$ cat src/hdl/gpxi_consts.vh
// Constants of the GPIO expander interrupt logic and two-wire slave.
// Assumes inclusion by bare name from the design files of this block.
`ifndef GPXI_CONSTS_VH
`define GPXI_CONSTS_VH

// ----------------------------------------------------------------
// Register pointer offsets (one byte each)
// ----------------------------------------------------------------
`define GPXI_OFS_IN0 8'h00
`define GPXI_OFS_IN1 8'h01
`define GPXI_OFS_DIR0 8'h02
`define GPXI_OFS_DIR1 8'h03
`define GPXI_OFS_MASK0 8'h04
`define GPXI_OFS_MASK1 8'h05
`define GPXI_OFS_STAT0 8'h06
`define GPXI_OFS_STAT1 8'h07

// ----------------------------------------------------------------
// Reset values and field positions
// ----------------------------------------------------------------
`define GPXI_MASK_RST 16'hFFFF
`define GPXI_DIR_RST 16'hFFFF
`define GPXI_SNAP_RST 16'h0000
`define GPXI_UNMAPPED_RD 8'h00
`define GPXI_RW_BIT 0
`define GPXI_LAST_BIT 3'h7

`endif

$ cat src/hdl/gpxi_sync2.v
// Two-flop synchroniser for a bundle of independent level signals.
// Assumes each bit is a slow level from outside the clk_in domain.
`timescale 1ns/1ps
`default_nettype none

module gpxi_sync2 #(
  parameter W = 1,
  parameter [W-1:0] RST_VAL = {W{1'b1}}
) (
  // Clock and reset
  input wire clk_in,
  input wire sys_rst_in,
  // Levels
  input wire [W-1:0] async_in,
  output reg [W-1:0] sync_out
);

  reg [W-1:0] meta;

  // First stage feeds only the second stage
  always @(posedge clk_in) begin
    if (sys_rst_in) begin
      meta <= RST_VAL;
      sync_out <= RST_VAL;
    end else begin
      meta <= async_in;
      sync_out <= meta;
    end
  end

endmodule

`default_nettype wire

$ cat src/hdl/gpxi_buf2.v
// Small FIFO with valid and ready on both sides.
// Assumes one clock; depth is 2 to the power AW, two entries by default.
`timescale 1ns/1ps
`default_nettype none

module gpxi_buf2 #(
  parameter W = 16,
  parameter AW = 1
) (
  // Clock and reset
  input wire clk_in,
  input wire sys_rst_in,
  // Filling side
  input wire in_valid_in,
  input wire [W-1:0] in_data_in,
  output wire in_ready_out,
  // Draining side
  output wire out_valid_out,
  output wire [W-1:0] out_data_out,
  input wire out_ready_in
);

  localparam DEPTH = 1 << AW;

  reg [W-1:0] mem [0:DEPTH-1];
  reg [AW-1:0] wr_ptr;
  reg [AW-1:0] rd_ptr;
  reg [AW:0] count;
  wire push;
  wire pop;

  // Honest full and empty from the occupancy count
  assign in_ready_out = (count != DEPTH[AW:0]);
  assign out_valid_out = (count != {(AW+1){1'b0}});
  assign out_data_out = mem[rd_ptr];
  assign push = in_valid_in & in_ready_out;
  assign pop = out_valid_out & out_ready_in;

  // Storage and pointers
  always @(posedge clk_in) begin
    if (sys_rst_in) begin
      wr_ptr <= {AW{1'b0}};
      rd_ptr <= {AW{1'b0}};
      count <= {(AW+1){1'b0}};
    end else begin
      if (push) begin
        mem[wr_ptr] <= in_data_in;
        wr_ptr <= wr_ptr + 1'b1;
      end
      if (pop) begin
        rd_ptr <= rd_ptr + 1'b1;
      end
      if (push & ~pop) begin
        count <= count + 1'b1;
      end else if (pop & ~push) begin
        count <= count - 1'b1;
      end
    end
  end

endmodule

`default_nettype wire

$ cat src/hdl/gpxi_slave.v
// Two-wire serial slave with a 16-pin change-detect interrupt.
// Assumes bus lines and pins are asynchronous, sampled several times per serial clock period.
`timescale 1ns/1ps
`default_nettype none
`include "gpxi_consts.vh"

// Behaviour
// - Unmasked input pin changing level drives the open-drain low interrupt.
// - Interrupt releases when pin returns, or its input port is read.
// - Only reading the port holding the changed bits clears its condition.
// - Turning an output into an input may raise a spurious interrupt.
// - Device sits in standby whenever the bus is idle.
// - One data bit per clock pulse; data stable while clock high.
// - Data falling with clock high is START; rising is STOP.
// - Both lines rest high when the bus is not busy.
// - Each byte is eight bits plus acknowledge; byte count unlimited.
// - Addressed as receiver, the device acknowledges every byte; the code answers no to a data byte while the write buffer is full.
// - Acknowledger holds data low through the acknowledge clock high.
// - After a not-acknowledged read byte, device keeps data released.
// - Registers are written with single byte write transfers.
// - Registers are read with single byte read transfers.
// - Mask bit 0 enables, 1 disables its pin; all reset to 1.
// - Status shows interrupting pins, zero for masked pins.
module gpxi_slave #(
  parameter [6:0] DEV_ADDR = 7'h20, // Arbitrary default address
  parameter NPINS = 16
) (
  // Clock and reset
  input wire clk_in,
  input wire sys_rst_in,
  // Serial bus lines
  input wire scl_in,
  input wire sda_in,
  output reg sda_out,
  output reg sda_oe_out,
  // Interrupt line, open drain
  output reg irq_n_out,
  output reg irq_oe_out,
  // Port pins and their state
  input wire [NPINS-1:0] gpio_in,
  output reg [NPINS-1:0] gpio_dir_out,
  output reg [NPINS-1:0] irq_status_out,
  output reg standby_out
);

  // ----------------------------------------------------------------
  // Declarations
  // ----------------------------------------------------------------
  localparam [3:0] ST_IDLE = 4'h0;
  localparam [3:0] ST_ADDR = 4'h1;
  localparam [3:0] ST_CMD = 4'h2;
  localparam [3:0] ST_WDATA = 4'h3;
  localparam [3:0] ST_ACK = 4'h4;
  localparam [3:0] ST_RDATA = 4'h5;
  localparam [3:0] ST_RACK = 4'h6;
  wire [1:0] bus_s;
  wire scl_s;
  wire sda_s;
  wire [NPINS-1:0] pins_s;
  reg scl_d;
  reg sda_d;
  wire scl_rise;
  wire scl_fall;
  wire start_seen;
  wire stop_seen;

  reg [3:0] state;
  reg [3:0] after;
  reg [2:0] bit_cnt;
  reg [7:0] shreg;
  reg [7:0] pointer;
  reg got_byte;
  reg master_ack;
  reg drive_low;
  reg bus_busy;

  reg [NPINS-1:0] mask;
  reg [NPINS-1:0] snap;
  wire [NPINS-1:0] pend;
  reg [7:0] rd_byte;
  reg snap_lo;
  reg snap_hi;

  wire wr_push;
  wire wr_ready;
  wire wr_valid;
  wire [15:0] wr_entry;
  wire wr_pop;

  // ----------------------------------------------------------------
  // Input synchronisers
  // ----------------------------------------------------------------
  // Bus lines rest high, so reset them high to avoid a false START
  gpxi_sync2 #(
    .W(2),
    .RST_VAL(2'h3)
  ) u_bus_sync (
    .clk_in(clk_in),
    .sys_rst_in(sys_rst_in),
    .async_in({scl_in, sda_in}),
    .sync_out(bus_s)
  );

  // Pins pass two flops so each change is seen exactly once
  gpxi_sync2 #(
    .W(NPINS),
    .RST_VAL({NPINS{1'b0}})
  ) u_pin_sync (
    .clk_in(clk_in),
    .sys_rst_in(sys_rst_in),
    .async_in(gpio_in),
    .sync_out(pins_s)
  );

  assign scl_s = bus_s[1];
  assign sda_s = bus_s[0];

  // Previous samples for edge finding
  always @(posedge clk_in) begin
    if (sys_rst_in) begin
      scl_d <= 1'b1;
      sda_d <= 1'b1;
    end else begin
      scl_d <= scl_s;
      sda_d <= sda_s;
    end
  end

  // ----------------------------------------------------------------
  // Bus conditions
  // ----------------------------------------------------------------
  // Data edges with clock held high are framing, not data
  assign start_seen = scl_s & scl_d & sda_d & ~sda_s;
  assign stop_seen = scl_s & scl_d & ~sda_d & sda_s;
  assign scl_rise = scl_s & ~scl_d;
  assign scl_fall = ~scl_s & scl_d;

  // Busy from START to STOP; idle bus means standby
  always @(posedge clk_in) begin
    if (sys_rst_in) begin
      bus_busy <= 1'b0;
      standby_out <= 1'b1;
    end else begin
      if (start_seen) begin
        bus_busy <= 1'b1;
      end else if (stop_seen) begin
        bus_busy <= 1'b0;
      end
      standby_out <= ~bus_busy & ~start_seen;
    end
  end

  // ----------------------------------------------------------------
  // Read data selection
  // ----------------------------------------------------------------
  // Unmapped pointers read as zero
  always @* begin
    case (pointer)
      `GPXI_OFS_IN0: rd_byte = pins_s[7:0];
      `GPXI_OFS_IN1: rd_byte = pins_s[15:8];
      `GPXI_OFS_DIR0: rd_byte = gpio_dir_out[7:0];
      `GPXI_OFS_DIR1: rd_byte = gpio_dir_out[15:8];
      `GPXI_OFS_MASK0: rd_byte = mask[7:0];
      `GPXI_OFS_MASK1: rd_byte = mask[15:8];
      `GPXI_OFS_STAT0: rd_byte = pend[7:0];
      `GPXI_OFS_STAT1: rd_byte = pend[15:8];
      default: rd_byte = `GPXI_UNMAPPED_RD;
    endcase
  end

  // ----------------------------------------------------------------
  // Byte engine
  // ----------------------------------------------------------------
  // Pushes a received data byte with its pointer into the buffer
  assign wr_push = (state == ST_WDATA) & scl_fall & got_byte;

  // START or STOP restarts the engine; a repeated START keeps the pointer
  always @(posedge clk_in) begin
    if (sys_rst_in) begin
      state <= ST_IDLE;
      after <= ST_IDLE;
      bit_cnt <= 3'h0;
      shreg <= 8'h00;
      pointer <= 8'h00;
      got_byte <= 1'b0;
      master_ack <= 1'b0;
      drive_low <= 1'b0;
      snap_lo <= 1'b0;
      snap_hi <= 1'b0;
    end else begin
      snap_lo <= 1'b0;
      snap_hi <= 1'b0;
      if (start_seen) begin
        state <= ST_ADDR;
        bit_cnt <= 3'h0;
        got_byte <= 1'b0;
        drive_low <= 1'b0;
      end else if (stop_seen) begin
        state <= ST_IDLE;
        drive_low <= 1'b0;
      end else begin
        case (state)
          ST_ADDR, ST_CMD, ST_WDATA: begin
            if (scl_rise) begin
              shreg <= {shreg[6:0], sda_s};
              bit_cnt <= bit_cnt + 3'h1;
              got_byte <= (bit_cnt == `GPXI_LAST_BIT);
            end else if (scl_fall & got_byte) begin
              got_byte <= 1'b0;
              state <= ST_ACK;
              drive_low <= 1'b1;
              if (state == ST_ADDR) begin
                if (shreg[7:1] != DEV_ADDR) begin
                  state <= ST_IDLE;
                  drive_low <= 1'b0;
                end
                after <= shreg[`GPXI_RW_BIT] ? ST_RDATA : ST_CMD;
              end else if (state == ST_CMD) begin
                pointer <= shreg;
                after <= ST_WDATA;
              end else begin
                drive_low <= wr_ready; // Full buffer answers no
                after <= ST_WDATA;
              end
            end
          end
          ST_ACK: begin
            // Low held across the whole acknowledge clock high
            if (scl_fall) begin
              bit_cnt <= 3'h0;
              state <= after;
              if (after == ST_RDATA) begin
                drive_low <= ~rd_byte[7];
                shreg <= {rd_byte[6:0], 1'b1};
                snap_lo <= (pointer == `GPXI_OFS_IN0);
                snap_hi <= (pointer == `GPXI_OFS_IN1);
              end else begin
                drive_low <= 1'b0;
              end
            end
          end
          ST_RDATA: begin
            if (scl_fall) begin
              bit_cnt <= bit_cnt + 3'h1;
              if (bit_cnt == `GPXI_LAST_BIT) begin
                drive_low <= 1'b0;
                state <= ST_RACK;
              end else begin
                drive_low <= ~shreg[7];
                shreg <= {shreg[6:0], 1'b1};
              end
            end
          end
          ST_RACK: begin
            if (scl_rise) begin
              master_ack <= ~sda_s;
            end else if (scl_fall) begin
              if (master_ack) begin
                // Further reads resend the same register, loaded on this fall
                bit_cnt <= 3'h0;
                state <= ST_RDATA;
                drive_low <= ~rd_byte[7];
                shreg <= {rd_byte[6:0], 1'b1};
                snap_lo <= (pointer == `GPXI_OFS_IN0);
                snap_hi <= (pointer == `GPXI_OFS_IN1);
              end else begin
                state <= ST_IDLE;
              end
            end
          end
          default: begin
            drive_low <= 1'b0;
          end
        endcase
      end
    end
  end

  // Open-drain data line: only ever pulls low
  always @(posedge clk_in) begin
    sda_out <= 1'b0;
    if (sys_rst_in) begin
      sda_oe_out <= 1'b0;
    end else begin
      sda_oe_out <= drive_low;
    end
  end

  // ----------------------------------------------------------------
  // Write buffer
  // ----------------------------------------------------------------
  // Decouples the bus from the register file; a stalled drain loses no acked byte
  gpxi_buf2 #(
    .W(16),
    .AW(1)
  ) u_wr_buf (
    .clk_in(clk_in),
    .sys_rst_in(sys_rst_in),
    .in_valid_in(wr_push),
    .in_data_in({pointer, shreg}),
    .in_ready_out(wr_ready),
    .out_valid_out(wr_valid),
    .out_data_out(wr_entry),
    .out_ready_in(~(snap_lo | snap_hi))
  );

  // Drain stalls while a snapshot update is in flight
  assign wr_pop = wr_valid & ~(snap_lo | snap_hi);

  // ----------------------------------------------------------------
  // Register file
  // ----------------------------------------------------------------
  // Mask and direction; other pointers accept and drop the byte
  always @(posedge clk_in) begin
    if (sys_rst_in) begin
      mask <= `GPXI_MASK_RST;
      gpio_dir_out <= `GPXI_DIR_RST;
    end else if (wr_pop) begin
      case (wr_entry[15:8])
        `GPXI_OFS_DIR0: gpio_dir_out[7:0] <= wr_entry[7:0];
        `GPXI_OFS_DIR1: gpio_dir_out[15:8] <= wr_entry[7:0];
        `GPXI_OFS_MASK0: mask[7:0] <= wr_entry[7:0];
        `GPXI_OFS_MASK1: mask[15:8] <= wr_entry[7:0];
        default: mask <= mask;
      endcase
    end
  end

  // ----------------------------------------------------------------
  // Change detection and interrupt
  // ----------------------------------------------------------------
  // Snapshot per port, taken when its byte is sent; the other port's is kept
  always @(posedge clk_in) begin
    if (sys_rst_in) begin
      snap <= `GPXI_SNAP_RST;
    end else begin
      if (snap_lo) begin
        snap[7:0] <= pins_s[7:0];
      end
      if (snap_hi) begin
        snap[15:8] <= pins_s[15:8];
      end
    end
  end

  // Live pending: a returning pin clears it; a new input vs stale snapshot fires
  assign pend = gpio_dir_out & ~mask & (pins_s ^ snap);

  // Registered drive of the open-drain interrupt line
  always @(posedge clk_in) begin
    irq_n_out <= 1'b0;
    if (sys_rst_in) begin
      irq_oe_out <= 1'b0;
      irq_status_out <= {NPINS{1'b0}};
    end else begin
      irq_oe_out <= |pend;
      irq_status_out <= pend;
    end
  end

endmodule

`default_nettype wire

$ cat config.mk
export PLATFORM = sky130hd
export DESIGN_NAME = gpxi_slave
export DESIGN_NICKNAME = d
export VERILOG_FILES = /design/src/hdl/gpxi_sync2.v /design/src/hdl/gpxi_buf2.v /design/src/hdl/gpxi_slave.v
export VERILOG_INCLUDE_DIRS = /design/src /design/src/hdl
export SDC_FILE = /design/constraint.sdc
export NUM_CORES = 1
export LEC_CHECK = 0
export CORE_MARGIN = 1.5
export CORE_UTILIZATION = 50
export CTS_BUF_LIST = sky130_fd_sc_hd__clkbuf_8
export DETAILED_ROUTE_END_ITERATION = 10
export DONT_BUFFER_PORTS = 1
export PLACE_DENSITY = 0.68
export SYNTH_ARGS = -nofsm -noshare
export SYNTH_HDL_FRONTEND = slang
export SYNTH_HIERARCHICAL = 1
export SYNTH_SLANG_ARGS = --single-unit
export TNS_END_PERCENT = 30
$ cat constraint.sdc
create_clock -name clk_in -period 2.4 [get_ports clk_in]
set_input_delay 0.48 -clock clk_in [delete_from_list [all_inputs] [get_ports clk_in]]
set_output_delay 0.48 -clock clk_in [all_outputs]
set_load 0.03 [all_outputs]
* After elaboration in Yosys (flattened, before gate mapping)
Memory sizes are Yosys's and may differ from the RTL's. A register that Yosys moved wholly into a read port is not among the register bits.
Cells that the tools add are included.
Widths: inputs -> output; s select.
** Cells by class
- Add/subtract/negate cells :: 5
- Multipliers :: 0
- Div/mod/pow operators :: 0
- $lt $le $gt $ge :: 0
- Equality and inequality tests :: 39
- Shifts and indexed selects :: 0
- Multiplexer cells :: 68
- Bitwise gates (word level) :: 34
- Reduce and logical (&&, ||, !) cells :: 24
** Operators by type and width (count)
- $mux 8 :: 8
- $pmux 8 s8 :: 1
- $eq 8x3->1 const B :: 6
- $mux 1 :: 33
- $mux 3 :: 11
- $and 16x16->16 :: 2
- $eq 8x2->1 const B :: 4
- $pmux 8 s4 :: 1
- $mux 4 :: 7
- $ne 4x4->1 const B :: 7
- $ne 2x2->1 const B :: 12
- $reduce_and 8->1 :: 3
- $eq 4x3->1 const B :: 4
- $not 16->16 :: 1
- $pmux 4 s4 :: 1
- $reduce_or 16->1 :: 1
- $xor 16x16->16 :: 1
- $and 1x1->1 :: 15
- $not 1->1 :: 14
- $reduce_and 7->1 :: 2
- $pmux 3 s4 :: 1
- $reduce_and 11->1 :: 1
- $eq 4x2->1 const B :: 2
- $eq 8x1->1 const B :: 1
- 21 further kinds :: 31
** Storage, ports and cells
- Bits in registers :: 142
- Bits in latches :: 0
- Memory bits (writable) :: 32
- Bits in read-only memories :: 0
- Input bits :: 20
- Output and inout bits :: 37
- Logic and storage cells :: 202
- Memories :: 1
** Memories
- u_wr_buf.mem :: words 2, width 16, read ports 1, clocked after memory_dff 1, wr ports 1, line gpxi_buf2.v:25 : reg [W-1:0] mem [0:DEPTH-1];

* Longest topological paths before layout
Gate-level depths: netlist (run 1).
- Depth after elaboration :: 9
- Gate-level depth with buffers :: 9

* By module
The synthesis (run 1) kept the hierarchy.
** Modules (own cells, without submodules)
- gpxi_slave :: times used 1, cells each 527, area each 4799.6 sq um, seq. area each 2001.9 sq um
- gpxi_buf2 :: times used 1, cells each 77, area each 1381.3 sq um, seq. area each 1061.0 sq um
- gpxi_sync2 (u_pin_sync) :: times used 1, cells each 67, area each 863.3 sq um, seq. area each 640.6 sq um
- gpxi_sync2 (u_bus_sync) :: times used 1, cells each 8, area each 105.1 sq um, seq. area each 80.1 sq um

* Least setup slack after synthesis (run 1)
OpenSTA, ideal clock, no wires.
- Path type :: reg2reg
- Start point :: reg scl_d
- End point :: mem u_wr_buf.mem[1][0] (enable)
- Setup time :: 0.413 ns
- Arrival time :: 2.196 ns
- Data required time :: 1.987 ns
- Setup slack :: -0.209 ns
- Cell stages (with the launch flop) :: 6
- Path buffers :: 0
- Cells stage by stage :: dfxtp_1 > nor2b_1 > nand3_1 > nor2_1 > nand2_1 > nor3b_1
** On the way
- Cells in the longest elaborated chain, start to end :: 7
** RTL lines
- from (decl) :: line gpxi_slave.v:60 : reg scl_d;
- from (signal assigned) :: line gpxi_slave.v:124 : scl_d <= scl_s;
- $and 1x1->1 :: line gpxi_slave.v:136 : assign scl_fall = ~scl_s & scl_d;
- $and 1x1->1 (2 in a row) :: line gpxi_slave.v:175 : assign wr_push = (state == ST_WDATA) & scl_fall & got_byte;
- named net wr_push :: line gpxi_slave.v:84 : wire wr_push;
- $and 1x1->1 :: line gpxi_buf2.v:36 : assign push = in_valid_in & in_ready_out;
- $mux 1 :: line gpxi_buf2.v:46 : if (push) begin
- $mux 1 :: line gpxi_buf2.v:41 : if (sys_rst_in) begin
- $mux 1 (implied by the code) :: line gpxi_buf2.v:47 : mem[wr_ptr] <= in_data_in;
- to (decl) :: line gpxi_buf2.v:25
The timed path passes the listed nets, and every way through them passes these cells.

==> results by stage, run 1 <==
Global route:
- For this run the aggregate overflow at the end of global routing stands at 0.
- The via count of the first global-routing pass is 4531.
- The initial antenna violation count came to 0.
- The wire length of the first global-routing pass is 24800 um.
- Global routing used 22.1% of the available tracks.
- Entering global routing, the biggest net connects 136 pins.

Layout:
- The number of inserted filler cells in the final layout is 1189.
- The repair_antennas step left the layout with diodes totalling 0.
- The final instance count without filler cells is 872.
- The synthesis-to-finish area growth is 8.02%.
- The count of nets after finishing is 702.
- Cells with a size suffix above 1 make up 12.4% of the layout.

Pwr:
- Across the VDD grid, the largest voltage drop is 0.559 mV.
- In this run the static leakage power is 2.81 nW.
- The overall power of the completed layout is 5.40 mW.
- The power density relative to cell area is 699 mW/mm2.

Timing:
- Between clock sinks in the finished design, the worst skew comes to 0.0179 ns.
- The transition time at the pin with the least slew margin is 0.682 ns.
- The final max-slew violation count is 0.
- The maximum frequency from static timing analysis is 462 MHz.
- The post-route fraction of the period consumed by the critical path is 90.2%.
- Setup repair after global routing left no endpoint under its margin.
- Hold is met by 0.107 ns.
- The worst pin sits at a relative slew slack of 54.5%.
- The setup TNS is 0 ns.
- The final number of setup-violating endpoints is 0.
- The number of hold-slack violations in the final timing report is 0.
- The worst path setup slack after routing is 0.235 ns.
- Counting I/O delays and the setup requirement, the final critical path takes 2.17 ns.

Setup path:
- The arrival time at the worst endpoint is 2.51 ns.
- The worst setup path is of the reg -> reg kind.
- In this run the worst path has a maximum fanout of 14.
- The required time of the critical path is 2.74 ns.
- The worst setup path is captured at a flop.
- The critical path launch point type is a flop.

Synthesis:
- The dominant cell by count in the synthesized netlist is dfxtp_1.
- In the synthesized netlist the dominant register cell turns out to be dfxtp_1.
- For this run, asynchronously set or reset flops after synthesis account for 0%.
- The netlist area before placement is 0.00715 mm2.
- In the synthesized netlist, the cells that appear most often are dfxtp_1, nor2_1, nor2b_1.
- The synthesis warning total is 6.
- After synthesis, the mean cell area works out to 10.5 um2.
- The fraction of synthesized cell area taken by the top area cell type is 39.5%.
- The largest total area in the synthesized netlist belongs to dfxtp_1.
- The number of standard cells after synthesis is 679.
- The count of flip-flops with a built-in enable after synthesis is 32.
- Ranked by total cell area, the synthesized netlist is headed by dfxtp_1, edfxtp_1, mux2i_1.
- Counting flops and latches in the post-synthesis netlist gives 173.
- After synthesis, the netlist uses 65 different library cells.
- The fraction of the yosys area taken by sequential cells is 52.9%.

Flow run:
- The number of violations of the max-capacitance limit is 0.

Clocking:
- The tree built by TritonCTS fans out to 173 sinks.
- The clock tree from TritonCTS is yes.
- The clock reaches the later pin of the worst-skew pair after 0.45 ns.
- The clock tree synthesis step divided the H-tree into 4 levels.
- The maximum root-to-sink buffer count is 2.
- The number of buffers inserted during clock tree synthesis is 17.
- The post-CTS clock slew at the launch and capture registers of the worst setup and hold paths is 0.09 ns.
- The root buffer selected by CTS is clkbuf_8.

Floorplanning:
- The core region is 0.0139 mm2.
- The number of primary I/O pins is 57.
- In this run the vertical extent of the chip is 123 um.
- The floorplan die area is 0.0150 mm2.
- For this configuration, the core starts out at a cell density of 51.3%.
- The initialized floorplan defines 43 standard-cell rows.
- The floorplan die width is 123 um.

Placement:
- The worst slack at placement is 0.129 ns.
- Routability-driven placement finished with a final weighted congestion of 0.923.
- The detailed-placement wirelength estimate is 11400 um.
- Input and output buffers added on the ports amount to 0.
- Including well taps, the total number of placed cells is 836.

Hold path:
- The min-delay analysis places its worst path in the category in -> reg.

Run status:
- The flow ran to the end, and the final reports show no timing, DRC or antenna violations.

Route:
- The detailed-route DRC error count is 0.
- The first detailed-routing pass took 4 iterations.
- In this run, the number of DRC markers left after iteration 0 of detailed routing was 470.
- Once detail routing completed, the nets flagged for antenna violations numbered 0.
- After detailed routing, the number of vias per cell comes to 5.68.
- In the final routed layout, each cell accounts on average for 18.4 um.
- For this block, the routed nets add up to 16000 um of wire.
- For this block, the via count after detailed routing is 4955.
[logic make-up after synthesis]
| group | synth area share [%] |
|---|---|
| compound gates | 11.8 |
| xor+xnor | 2.45 |
| fa+ha+maj | 0.525 |
| buf+inv | 4.03 |
| flops | 52.9 |
| mux | 8.80 |
| other cells | 0.0525 |
| simple gates | 19.5 |
[metrics by stage]
stage | area, um2 | utilization [%]
2_1_floorplan | 7160 | -
3_3_place_gp | 7290 | 52.3
3_5_place_dp | 7290 | 52.3
4_1_cts | 7670 | 55.1
5_1_grt | 7720 | 55.4
6_report | 7720 | 55.4
[sequential cells by signal, summed over array words and instances, names as in the netlist, 2 cells and up, named ones only]
| name | cells |
|---|---|
| u_pin_sync/sync_out | 16 |
| irq_status_out | 16 |
| state | 3 |
| after | 3 |
| u_wr_buf/mem | 32 |
| mask | 16 |
| u_pin_sync/meta | 16 |
| snap | 16 |
| gpio_dir_out | 16 |
| u_bus_sync/sync_out | 2 |
| shreg | 8 |
| u_wr_buf/count | 2 |
| u_bus_sync/meta | 2 |
| pointer | 8 |
| bit_cnt | 3 |
[cell usage in the layout (no fill, tap or decap), drive strengths merged, types with 3 or more instances in the layout]
cell type  instances
or2               10
nand2             22
inv               23
o21ai             12
nor3b              5
buf               18
nand3             10
and3               3
nor3               9
a31oi              4
o221ai             3
a211o             32
a211oi             3
mux2i             37
mux2              19
nand4              5
xor2              16
o2111ai            4
nand2b             7
or3                7
nor2              95
dfxtp            141
nor2b             57
edfxtp            32
a21oi             22
nand3b            16
nand4b             3
xnor2              4
clkbuf            19
a311oi             8
clkinv             5
ha                 3
[what timing repair did]
item	4_1_cts	5_1_grt
endpoints found under the hold margin	0	0
hold buffers	0	0
resized for setup	0	1
endpoints found under the setup margin	0	10
setup buffers	0	4
[routing by layer]
layer | up-vias | GRT usage, % | wire length [um]
li1 | 2399 | - | -
met4 | 0 | 8.28 | 329
met5 | - | 0 | 0
met1 | 2370 | 32.2 | 7710
met2 | 160 | 31.4 | 6960
met3 | 26 | 5.76 | 1000
[power by group]
part | internal (mW) | switching [mW]
combinational | 0.183 | 0.202
clock | 0.968 | 0.983
sequential | 3.00 | 0.0602
[path summary, 6_finish.rpt]
check / startpoint / to / slack (ns) / cells past startpoint
setup / recovery: flop / gpio_dir_out[0]$_SDFFE_PP1P_ / 0.23 / 6
hold / removal: sys_rst_in / u_pin_sync/meta[15]$_SDFF_PP0_ / 0.11 / 1
setup reg to reg: flop / gpio_dir_out[0]$_SDFFE_PP1P_ / 0.23 / 6
hold reg to reg: u_bus_sync/meta[1]$_SDFF_PP1_ / u_bus_sync/sync_out[1]$_SDFF_PP1_ / 0.42 / 1
[cell type report]
type	instances	area [um2]	area share [%]
clock buffers	19	262	3.39
clock inverters	13	124	1.60
flip-flops and latches	173	3780	49.0
inverters	18	67.6	0.875
well taps	180	225	2.92
multi-input cells	451	3100	40.1
repair buffers	18	160	2.07
[worst max-delay path: stages, from the launching register on]
cell,delay [ns]
dfxtp_1,0.45
mux2_2,0.39
nor4_4,0.36
nand3_1,0.18
nor2_4,0.31
nor2b_1,0.10
a211o_1,0.28
No activity file was read; power rests on OpenSTA's default activity.
==> inputs of run 2 (changes only) <==
==> constraint.sdc (replaced) <==
create_clock -name clk_in -period 1.8 [get_ports clk_in]
set_input_delay 0.36 -clock clk_in [delete_from_list [all_inputs] [get_ports clk_in]]
set_output_delay 0.36 -clock clk_in [all_outputs]
set_load 0.03 [all_outputs]
==> run 2 against run 1 <==
- the run now ends with negative setup slack left
- final cell count grew 13%
- global-route usage grew 3.4 points
- routed wire length grew 12%
- clock power grew 47%
==> results by stage, run 2 (synthesized netlist as in run 1, its figures left out) <==
Layout:
- The share of layout cells above drive strength 1 is 21.1% (+8.7 points).
- The leading cell type in the layout, fill and taps excluded is dfxtp_1.
- The count of nets after finishing is 815 (+16%).
- The flip-flop count of the largest register, all copies and words added is 32 (unchanged).
- The register bank with the most flops is u_wr_buf/mem.
- The area taken by multi-input logic gates is 0.00321 mm2 (+3.6%).
- The number of inserted filler cells in the final layout came to 1090 (-8.3%).
- The top cell types in the final layout, fill and taps aside, are dfxtp_1, nor2_1, buf_4.
- The flip-flop and latch area is 0.00379 mm2 (+0.30%).
- The synthesis-to-finish area growth is 25.1%.
- The number of inserted diodes is 0 (unchanged).

Route:
- The number of antenna-violating nets in the routed design is 0 (unchanged).
- The sum of routed wire length over all layers is 18000 um (+12%).
- The met3 wire length was 1020 um (+1.6%).
- After detailed routing, no signal wire sits above met4.
- The overall via count from detail_route is 5552 (+12%).
- The average via count per standard cell is 5.64 (-0.81%).
- The number of detailed-route iterations in the first pass was 5 (+1).
- The average wire per standard cell is 18.3 um (-0.56%).
- The routed length on met2 is 8000 um (+15%).
- The detailed-route DRC error count is 0 (unchanged).
- The detailed-routing wirelength on met1 is 8580 um (+11%).
- The violation count after the first detailed-route iteration was 477 (+1.5%).

Floorplanning:
- The core outline area came to 0.0139 mm2 (unchanged).
- The initial cell density of the core was 51.3% (unchanged).
- The floorplan die width is 123 um (unchanged).
- The site row count is 43 (unchanged).
- The number of primary I/O pins is 57 (unchanged).
- The floorplan die area was 0.0150 mm2 (unchanged).
- The height of the die is 123 um (unchanged).

Timing:
- The minimum period implied by the final worst setup slack is 2.00 ns (-0.166 ns).
- The final max-slew violation count is 0 (unchanged).
- The worst relative slew slack is 65.8% (+11 points).
- The transition time at the pin with the least slew margin is 0.509 ns (-0.173 ns).
- The worst-case clock skew is 0.0117 ns (-0.00616 ns).
- The number of hold-slack violations in the final timing report is 0 (unchanged).
- The maximum frequency from static timing analysis is 500 MHz (+8.3%).
- Setup repair after global routing could not meet its margin everywhere.
- The worst path setup slack after routing came to -0.199 ns (-0.434 ns).
- The post-route fraction of the period consumed by the critical path was 111% (+21 points).
- The final number of setup-violating endpoints is 34 (+34).

Setup path:
- The arrival time at the worst endpoint is 2.36 ns (-0.15 ns).
- The element type at the critical path end is a flop.
- The critical path launch point type is a flop.
- The type of the setup path with the least slack is reg -> reg.
- The highest net fanout along the worst path is 13 (-1).
- The required time of the critical path is 2.16 ns (-0.58 ns).

Clocking:
- TritonCTS built the clock tree.
- The number of buffers inserted during clock tree synthesis is 17 (unchanged).
- The TritonCTS sink count is 173 (unchanged).
- The clock network latency to the later pin of the worst-skew pair is 0.48 ns (+0.03 ns).
- In this run the clock root is driven by a clkbuf_8.
- The number of H-tree levels is 4 (unchanged).
- The maximum root-to-sink buffer count was 2 (unchanged).
- The post-CTS clock slew at the launch and capture registers of the worst setup and hold paths came to 0.09 ns (about the same).

Placement:
- The detailed-placement wirelength estimate is 12200 um (+7.2%).
- The worst slack at placement is -0.269 ns (-0.398 ns).
- The count of buffers inserted at the top-level ports came to 0 (unchanged).
- The routability-driven placement congestion ratio is 0.906 (-1.8%).

Pwr:
- The overall power of the completed layout is 7.67 mW (+42%).
- The maximum vdd ir drop is 1.03 mV (+84%).
- The standby leakage power was 3.51 nW (+25%).
- The power density relative to cell area was 857 mW/mm2 (+23%).

Global route:
- The via count of the first global-routing pass is 5335 (+18%).
- The aggregate global routing overflow is 0 (unchanged).
- The aggregate global-route resource usage is 25.5% (+3.4 points).
- The largest net degree at the start of global routing came to 78 (-43%).
- The initial antenna violation count is 0 (unchanged).
- The wire length of the first global-routing pass is 28500 um (+15%).

Run status:
- The final reports fail on negative setup slack.
- The flow ran to the end, but the final reports show violations.

Hold path:
- The path class of the lowest-slack min-delay path is in -> reg.

Flow run:
- The number of violations of the max-capacitance limit came to 0 (unchanged).
[run 2: worst paths after layout]
kind	from	end	slack [ns]	cells after the start
setup reg to reg	flop	mask[0]$_SDFFE_PP1P_	-0.20	8
hold / removal	sys_rst_in	standby_out$_SDFF_PP1_	0.05	1
setup / recovery	flop	mask[0]$_SDFFE_PP1P_	-0.20	8
hold reg to reg	u_bus_sync/meta[1]$_SDFF_PP1_	u_bus_sync/sync_out[1]$_SDFF_PP1_	0.41	1
[run 2: repair_timing]
action | CTS | global route
gates resized for setup | 10 | 14
hold endpoints to repair | 128 | 0
gates cloned | 1 | 0
setup endpoints to repair | 36 | 58
hold buffers | 55 | 0
pin swaps | 11 | 6
buffers inserted | 8 | 0
[run 2: final cells by class]
type	count	area share, %
Sequential cell	173	42.4
Inverter	18	0.756
Timing Repair Buffer	130	13.7
Clock buffer	17	2.62
Multi-Input combinational cell	452	35.9
Tap cell	180	2.52
Clock inverter	15	2.10
[run 2: layer usage]
metal / track usage (%) / vias to the layer above
met1: 37.2 / 2717
met5: 0 / -
met2: 37.3 / 168
met3: 4.88 / 34
li1: - / 2633
met4: 9.81 / 0
[run 2: critical path, cell delays in order (launching register included)]
cell	delay (ns)
dfxtp_4	0.36
buf_6	0.12
mux2_4	0.30
nor4_4	0.37
nand3_2	0.13
nor2_4	0.13
buf_12	0.14
nor2b_1	0.05
a211o_1	0.28
[run 2: report_power, final]
group	switching (mW)	internal, mW	leakage (nW)
clock	1.47	1.39	0.209
combinational	0.361	0.361	1.85
sequential	0.0699	4.01	1.44
[run 2: stage by stage]
| step | std cells | setup TNS (ns) | hold slack, ns | utilization (%) | cell area (um2) |
|---|---|---|---|---|---|
| floorplan | 680 | -6.98 | 0.383 | - | 7240 |
| global placement | 889 | -5.01 | 0.394 | 55.9 | 7780 |
| detailed placement | 889 | -6.45 | 0.393 | 55.9 | 7780 |
| CTS | 985 | -4.79 | 0.0438 | 63.8 | 8890 |
| global route | 985 | -7.92 | 0.0348 | 64.2 | 8940 |
| finish | 985 | -4.68 | 0.0535 | 64.2 | 8940 |
==> inputs of run 3 (changes only) <==
--- a/config.mk
+++ b/config.mk
@@ -11,7 +11,6 @@
 export CTS_BUF_LIST = sky130_fd_sc_hd__clkbuf_8
 export DETAILED_ROUTE_END_ITERATION = 10
 export DONT_BUFFER_PORTS = 1
-export PLACE_DENSITY = 0.68
 export SYNTH_ARGS = -nofsm -noshare
 export SYNTH_HDL_FRONTEND = slang
 export SYNTH_HIERARCHICAL = 1
==> constraint.sdc (replaced) <==
create_clock -name clk_in -period 2.32 [get_ports clk_in]
set_input_delay 0.464 -clock clk_in [delete_from_list [all_inputs] [get_ports clk_in]]
set_output_delay 0.464 -clock clk_in [all_outputs]
set_load 0.03 [all_outputs]
==> run 3 against run 2 <==
- the run now ends clean
- non-clock buffer count is 104 lower
- highest routed layer unchanged
- fmax is 6.3% lower
- via count is 11% lower
- die area stayed put
- first-iteration DRC count is 4.8% higher
- routed wire length is 12% lower
- utilization is 8.2 points lower
- clock power is 27% lower
- largest power group unchanged
- critical path depth is 1 lower
- power is 26% lower
- combinational power is 44% lower
- final cell count is 11% lower
==> results by stage, run 3 (synthesized netlist as in run 1, its figures left out) <==
Run status:
- The flow ran to the end, and the final reports show no timing, DRC or antenna violations.

Setup path:
- The element type at the critical path end is a flop.
- The arrival time at the worst endpoint is 2.48 ns (+0.12 ns).
- The type of the setup path with the least slack is reg -> reg.
- The required time of the critical path came to 2.66 ns (+0.50 ns).
- The highest net fanout along the worst path is 16 (+3).
- The critical path launch point type is a flop.

Layout:
- The number of inserted diodes is 0 (unchanged).
- The register bank with the most flops is u_wr_buf/mem.
- The top cell types in the final layout, fill and taps aside, are dfxtp_1, nor2_1, nor2b_1.
- The final instance count without filler cells is 880 (-11%).
- The share of layout cells above drive strength 1 is 14.1% (-7.0 points).
- The number of inserted filler cells in the final layout is 1249 (+15%).
- Compared with the post-synthesis result, the final layout area differs by 9.01%.
- The final cell utilization of the core is 55.9% (-8.2 points).
- The leading cell type in the layout, fill and taps excluded is dfxtp_1.
- The total non-filler cell area in the finished layout is 0.00779 mm2 (-13%).
- The flip-flop count of the largest register, all copies and words added is 32 (unchanged).
- The count of nets after finishing is 710 (-13%).

Clocking:
- The number of H-tree levels came to 4 (unchanged).
- TritonCTS built the clock tree.
- The clock network latency to the later pin of the worst-skew pair is 0.45 ns (-0.03 ns).
- The post-CTS clock slew at the launch and capture registers of the worst setup and hold paths is 0.09 ns (about the same).
- The maximum root-to-sink buffer count is 2 (unchanged).
- The TritonCTS sink count is 173 (unchanged).
- The root buffer selected by CTS is clkbuf_8.
- The number of buffers inserted during clock tree synthesis is 17 (unchanged).

Timing:
- The minimum period implied by the final worst setup slack was 2.13 ns (+0.133 ns).
- The final max-slew violation count was 0 (unchanged).
- The maximum frequency from static timing analysis is 469 MHz (-6.3%).
- Setup repair after global routing left no endpoint under its margin.
- The number of hold-slack violations in the final timing report is 0 (unchanged).
- The worst-case clock skew is 0.0118 ns (+0.0000461 ns).
- The final number of setup-violating endpoints is 0 (-100%).
- The final hold slack was 0.0705 ns (+0.0170 ns).
- The post-route fraction of the period consumed by the critical path was 91.9% (-19 points).
- The transition time at the pin with the least slew margin was 0.635 ns (+0.126 ns).
- The worst relative slew slack is 57.6% (-8.2 points).

Global route:
- The aggregate global-route resource usage came to 22.5% (-3.0 points).
- The aggregate global routing overflow is 0 (unchanged).
- The largest net degree at the start of global routing is 136 (+74%).
- The initial antenna violation count came to 0 (unchanged).
- The via count of the first global-routing pass is 4578 (-14%).
- The wire length of the first global-routing pass is 25200 um (-12%).

Placement:
- The count of placed standard cells including taps is 844 (-5.1%).
- The detailed-placement wirelength estimate was 11400 um (-6.6%).
- The routability-driven placement congestion ratio came to 0.932 (+2.8%).
- The count of buffers inserted at the top-level ports came to 0 (unchanged).
- The placement-stage cell area was 0.00733 mm2 (-5.8%).

Route:
- The overall via count from detail_route is 4944 (-11%).
- The sum of routed wire length over all layers is 15900 um (-12%).
- The average wire per standard cell is 18.0 um (-1.2%).
- The average via count per standard cell is 5.62 (-0.33%).
- The violation count after the first detailed-route iteration is 500 (+4.8%).
- The number of antenna-violating nets in the routed design is 0 (unchanged).
- The detailed-route DRC error count was 0 (unchanged).
- The number of detailed-route iterations in the first pass came to 5 (unchanged).

Pwr:
- The maximum vdd ir drop was 0.409 mV (-60%).
- The clock network fraction of total power was 36.8% (-0.6 points).
- The overall power of the completed layout is 5.65 mW (-26%).
- The standby leakage power is 2.84 nW (-19%).
- The power density relative to cell area came to 725 mW/mm2 (-15%).
- The switching share of total power was 24.3% (-0.46 points).
- The part of the power in registers is 56.1% (+2.9 points).
- The internal cell power was 4.27 mW (-26%).
- The combinational share of power is 7.1% (-2.3 points).
- The reported net switching power came to 1.37 mW (-28%).

Hold path:
- The worst hold path begins at sys_rst_in.
- The path class of the lowest-slack min-delay path is in -> reg.

Flow run:
- The number of violations of the max-capacitance limit is 0 (unchanged).

Floorplanning:
- The initial cell density of the core is 51.3% (unchanged).
- The number of primary I/O pins is 57 (unchanged).
- The core outline area is 0.0139 mm2 (unchanged).
- The site row count is 43 (unchanged).
- The floorplan die width came to 123 um (unchanged).
- The height of the die is 123 um (unchanged).
- The floorplan die area came to 0.0150 mm2 (unchanged).
==> run 3: layout make-up <==
class	count	area, um2	area share, %
Clock inverter	15	159	2.04
Clock buffer	17	234	3.00
Timing Repair Buffer	26	220	2.83
Multi-Input combinational cell	451	3100	39.8
Sequential cell	173	3780	48.6
Inverter	18	67.6	0.867
Tap cell	180	225	2.89
==> run 3: worst max-delay path: stages, from the launching register on <==
cell     delay, ns
dfxtp_1       0.45
mux2_2        0.39
nor4_4        0.37
nand3_1       0.19
nor2_4        0.17
buf_12        0.15
nor2b_1       0.05
a211o_1       0.26
==> run 3: timing repair <==
item                                    4_1_cts  5_1_grt
endpoints found under the setup margin        0       17
resized for setup                             0        3
setup buffers                                 0        4
hold buffers                                  0        0
==> run 3: routing by layer <==
layer,track usage [%],vias to the layer above,part of all wire (%)
met3,5.53,32,6.9
met4,9.01,0,2.5
met2,32.5,172,43
met5,0,-,0
met1,32.3,2325,48
li1,-,2415,-
==> run 3: worst paths after layout <==
| path | end | slack (ns) | cells past startpoint |
|---|---|---|---|
| max reg2reg | mask[3]$_SDFFE_PP1P_ | 0.19 | 7 |
| min reg2reg | u_bus_sync/sync_out[1]$_SDFF_PP1_ | 0.41 | 1 |
| max | mask[3]$_SDFFE_PP1P_ | 0.19 | 7 |
| min | u_pin_sync/meta[13]$_SDFF_PP0_ | 0.07 | 1 |
==> run 3: through the flow <==
| stage | worst slack (ns) | setup TNS, ns |
|---|---|---|
| final | 0.187 | 0 |
| after global routing | 0.0702 | 0 |
| after global placement | 0.117 | 0 |
| after CTS | 0.0471 | 0 |
| after detailed placement | 0.0570 | 0 |
| after floorplan | -0.188 | -3.00 |
==> run 3: power groups by stage <==
stage	sequential, mW	combinational [mW]	clock, mW
floorplan	3.21	0.357	0
global placement	3.24	0.390	0
detailed placement	3.24	0.395	0
CTS	3.17	0.397	2.14
global route	3.18	0.444	2.27
finish	3.17	0.403	2.08
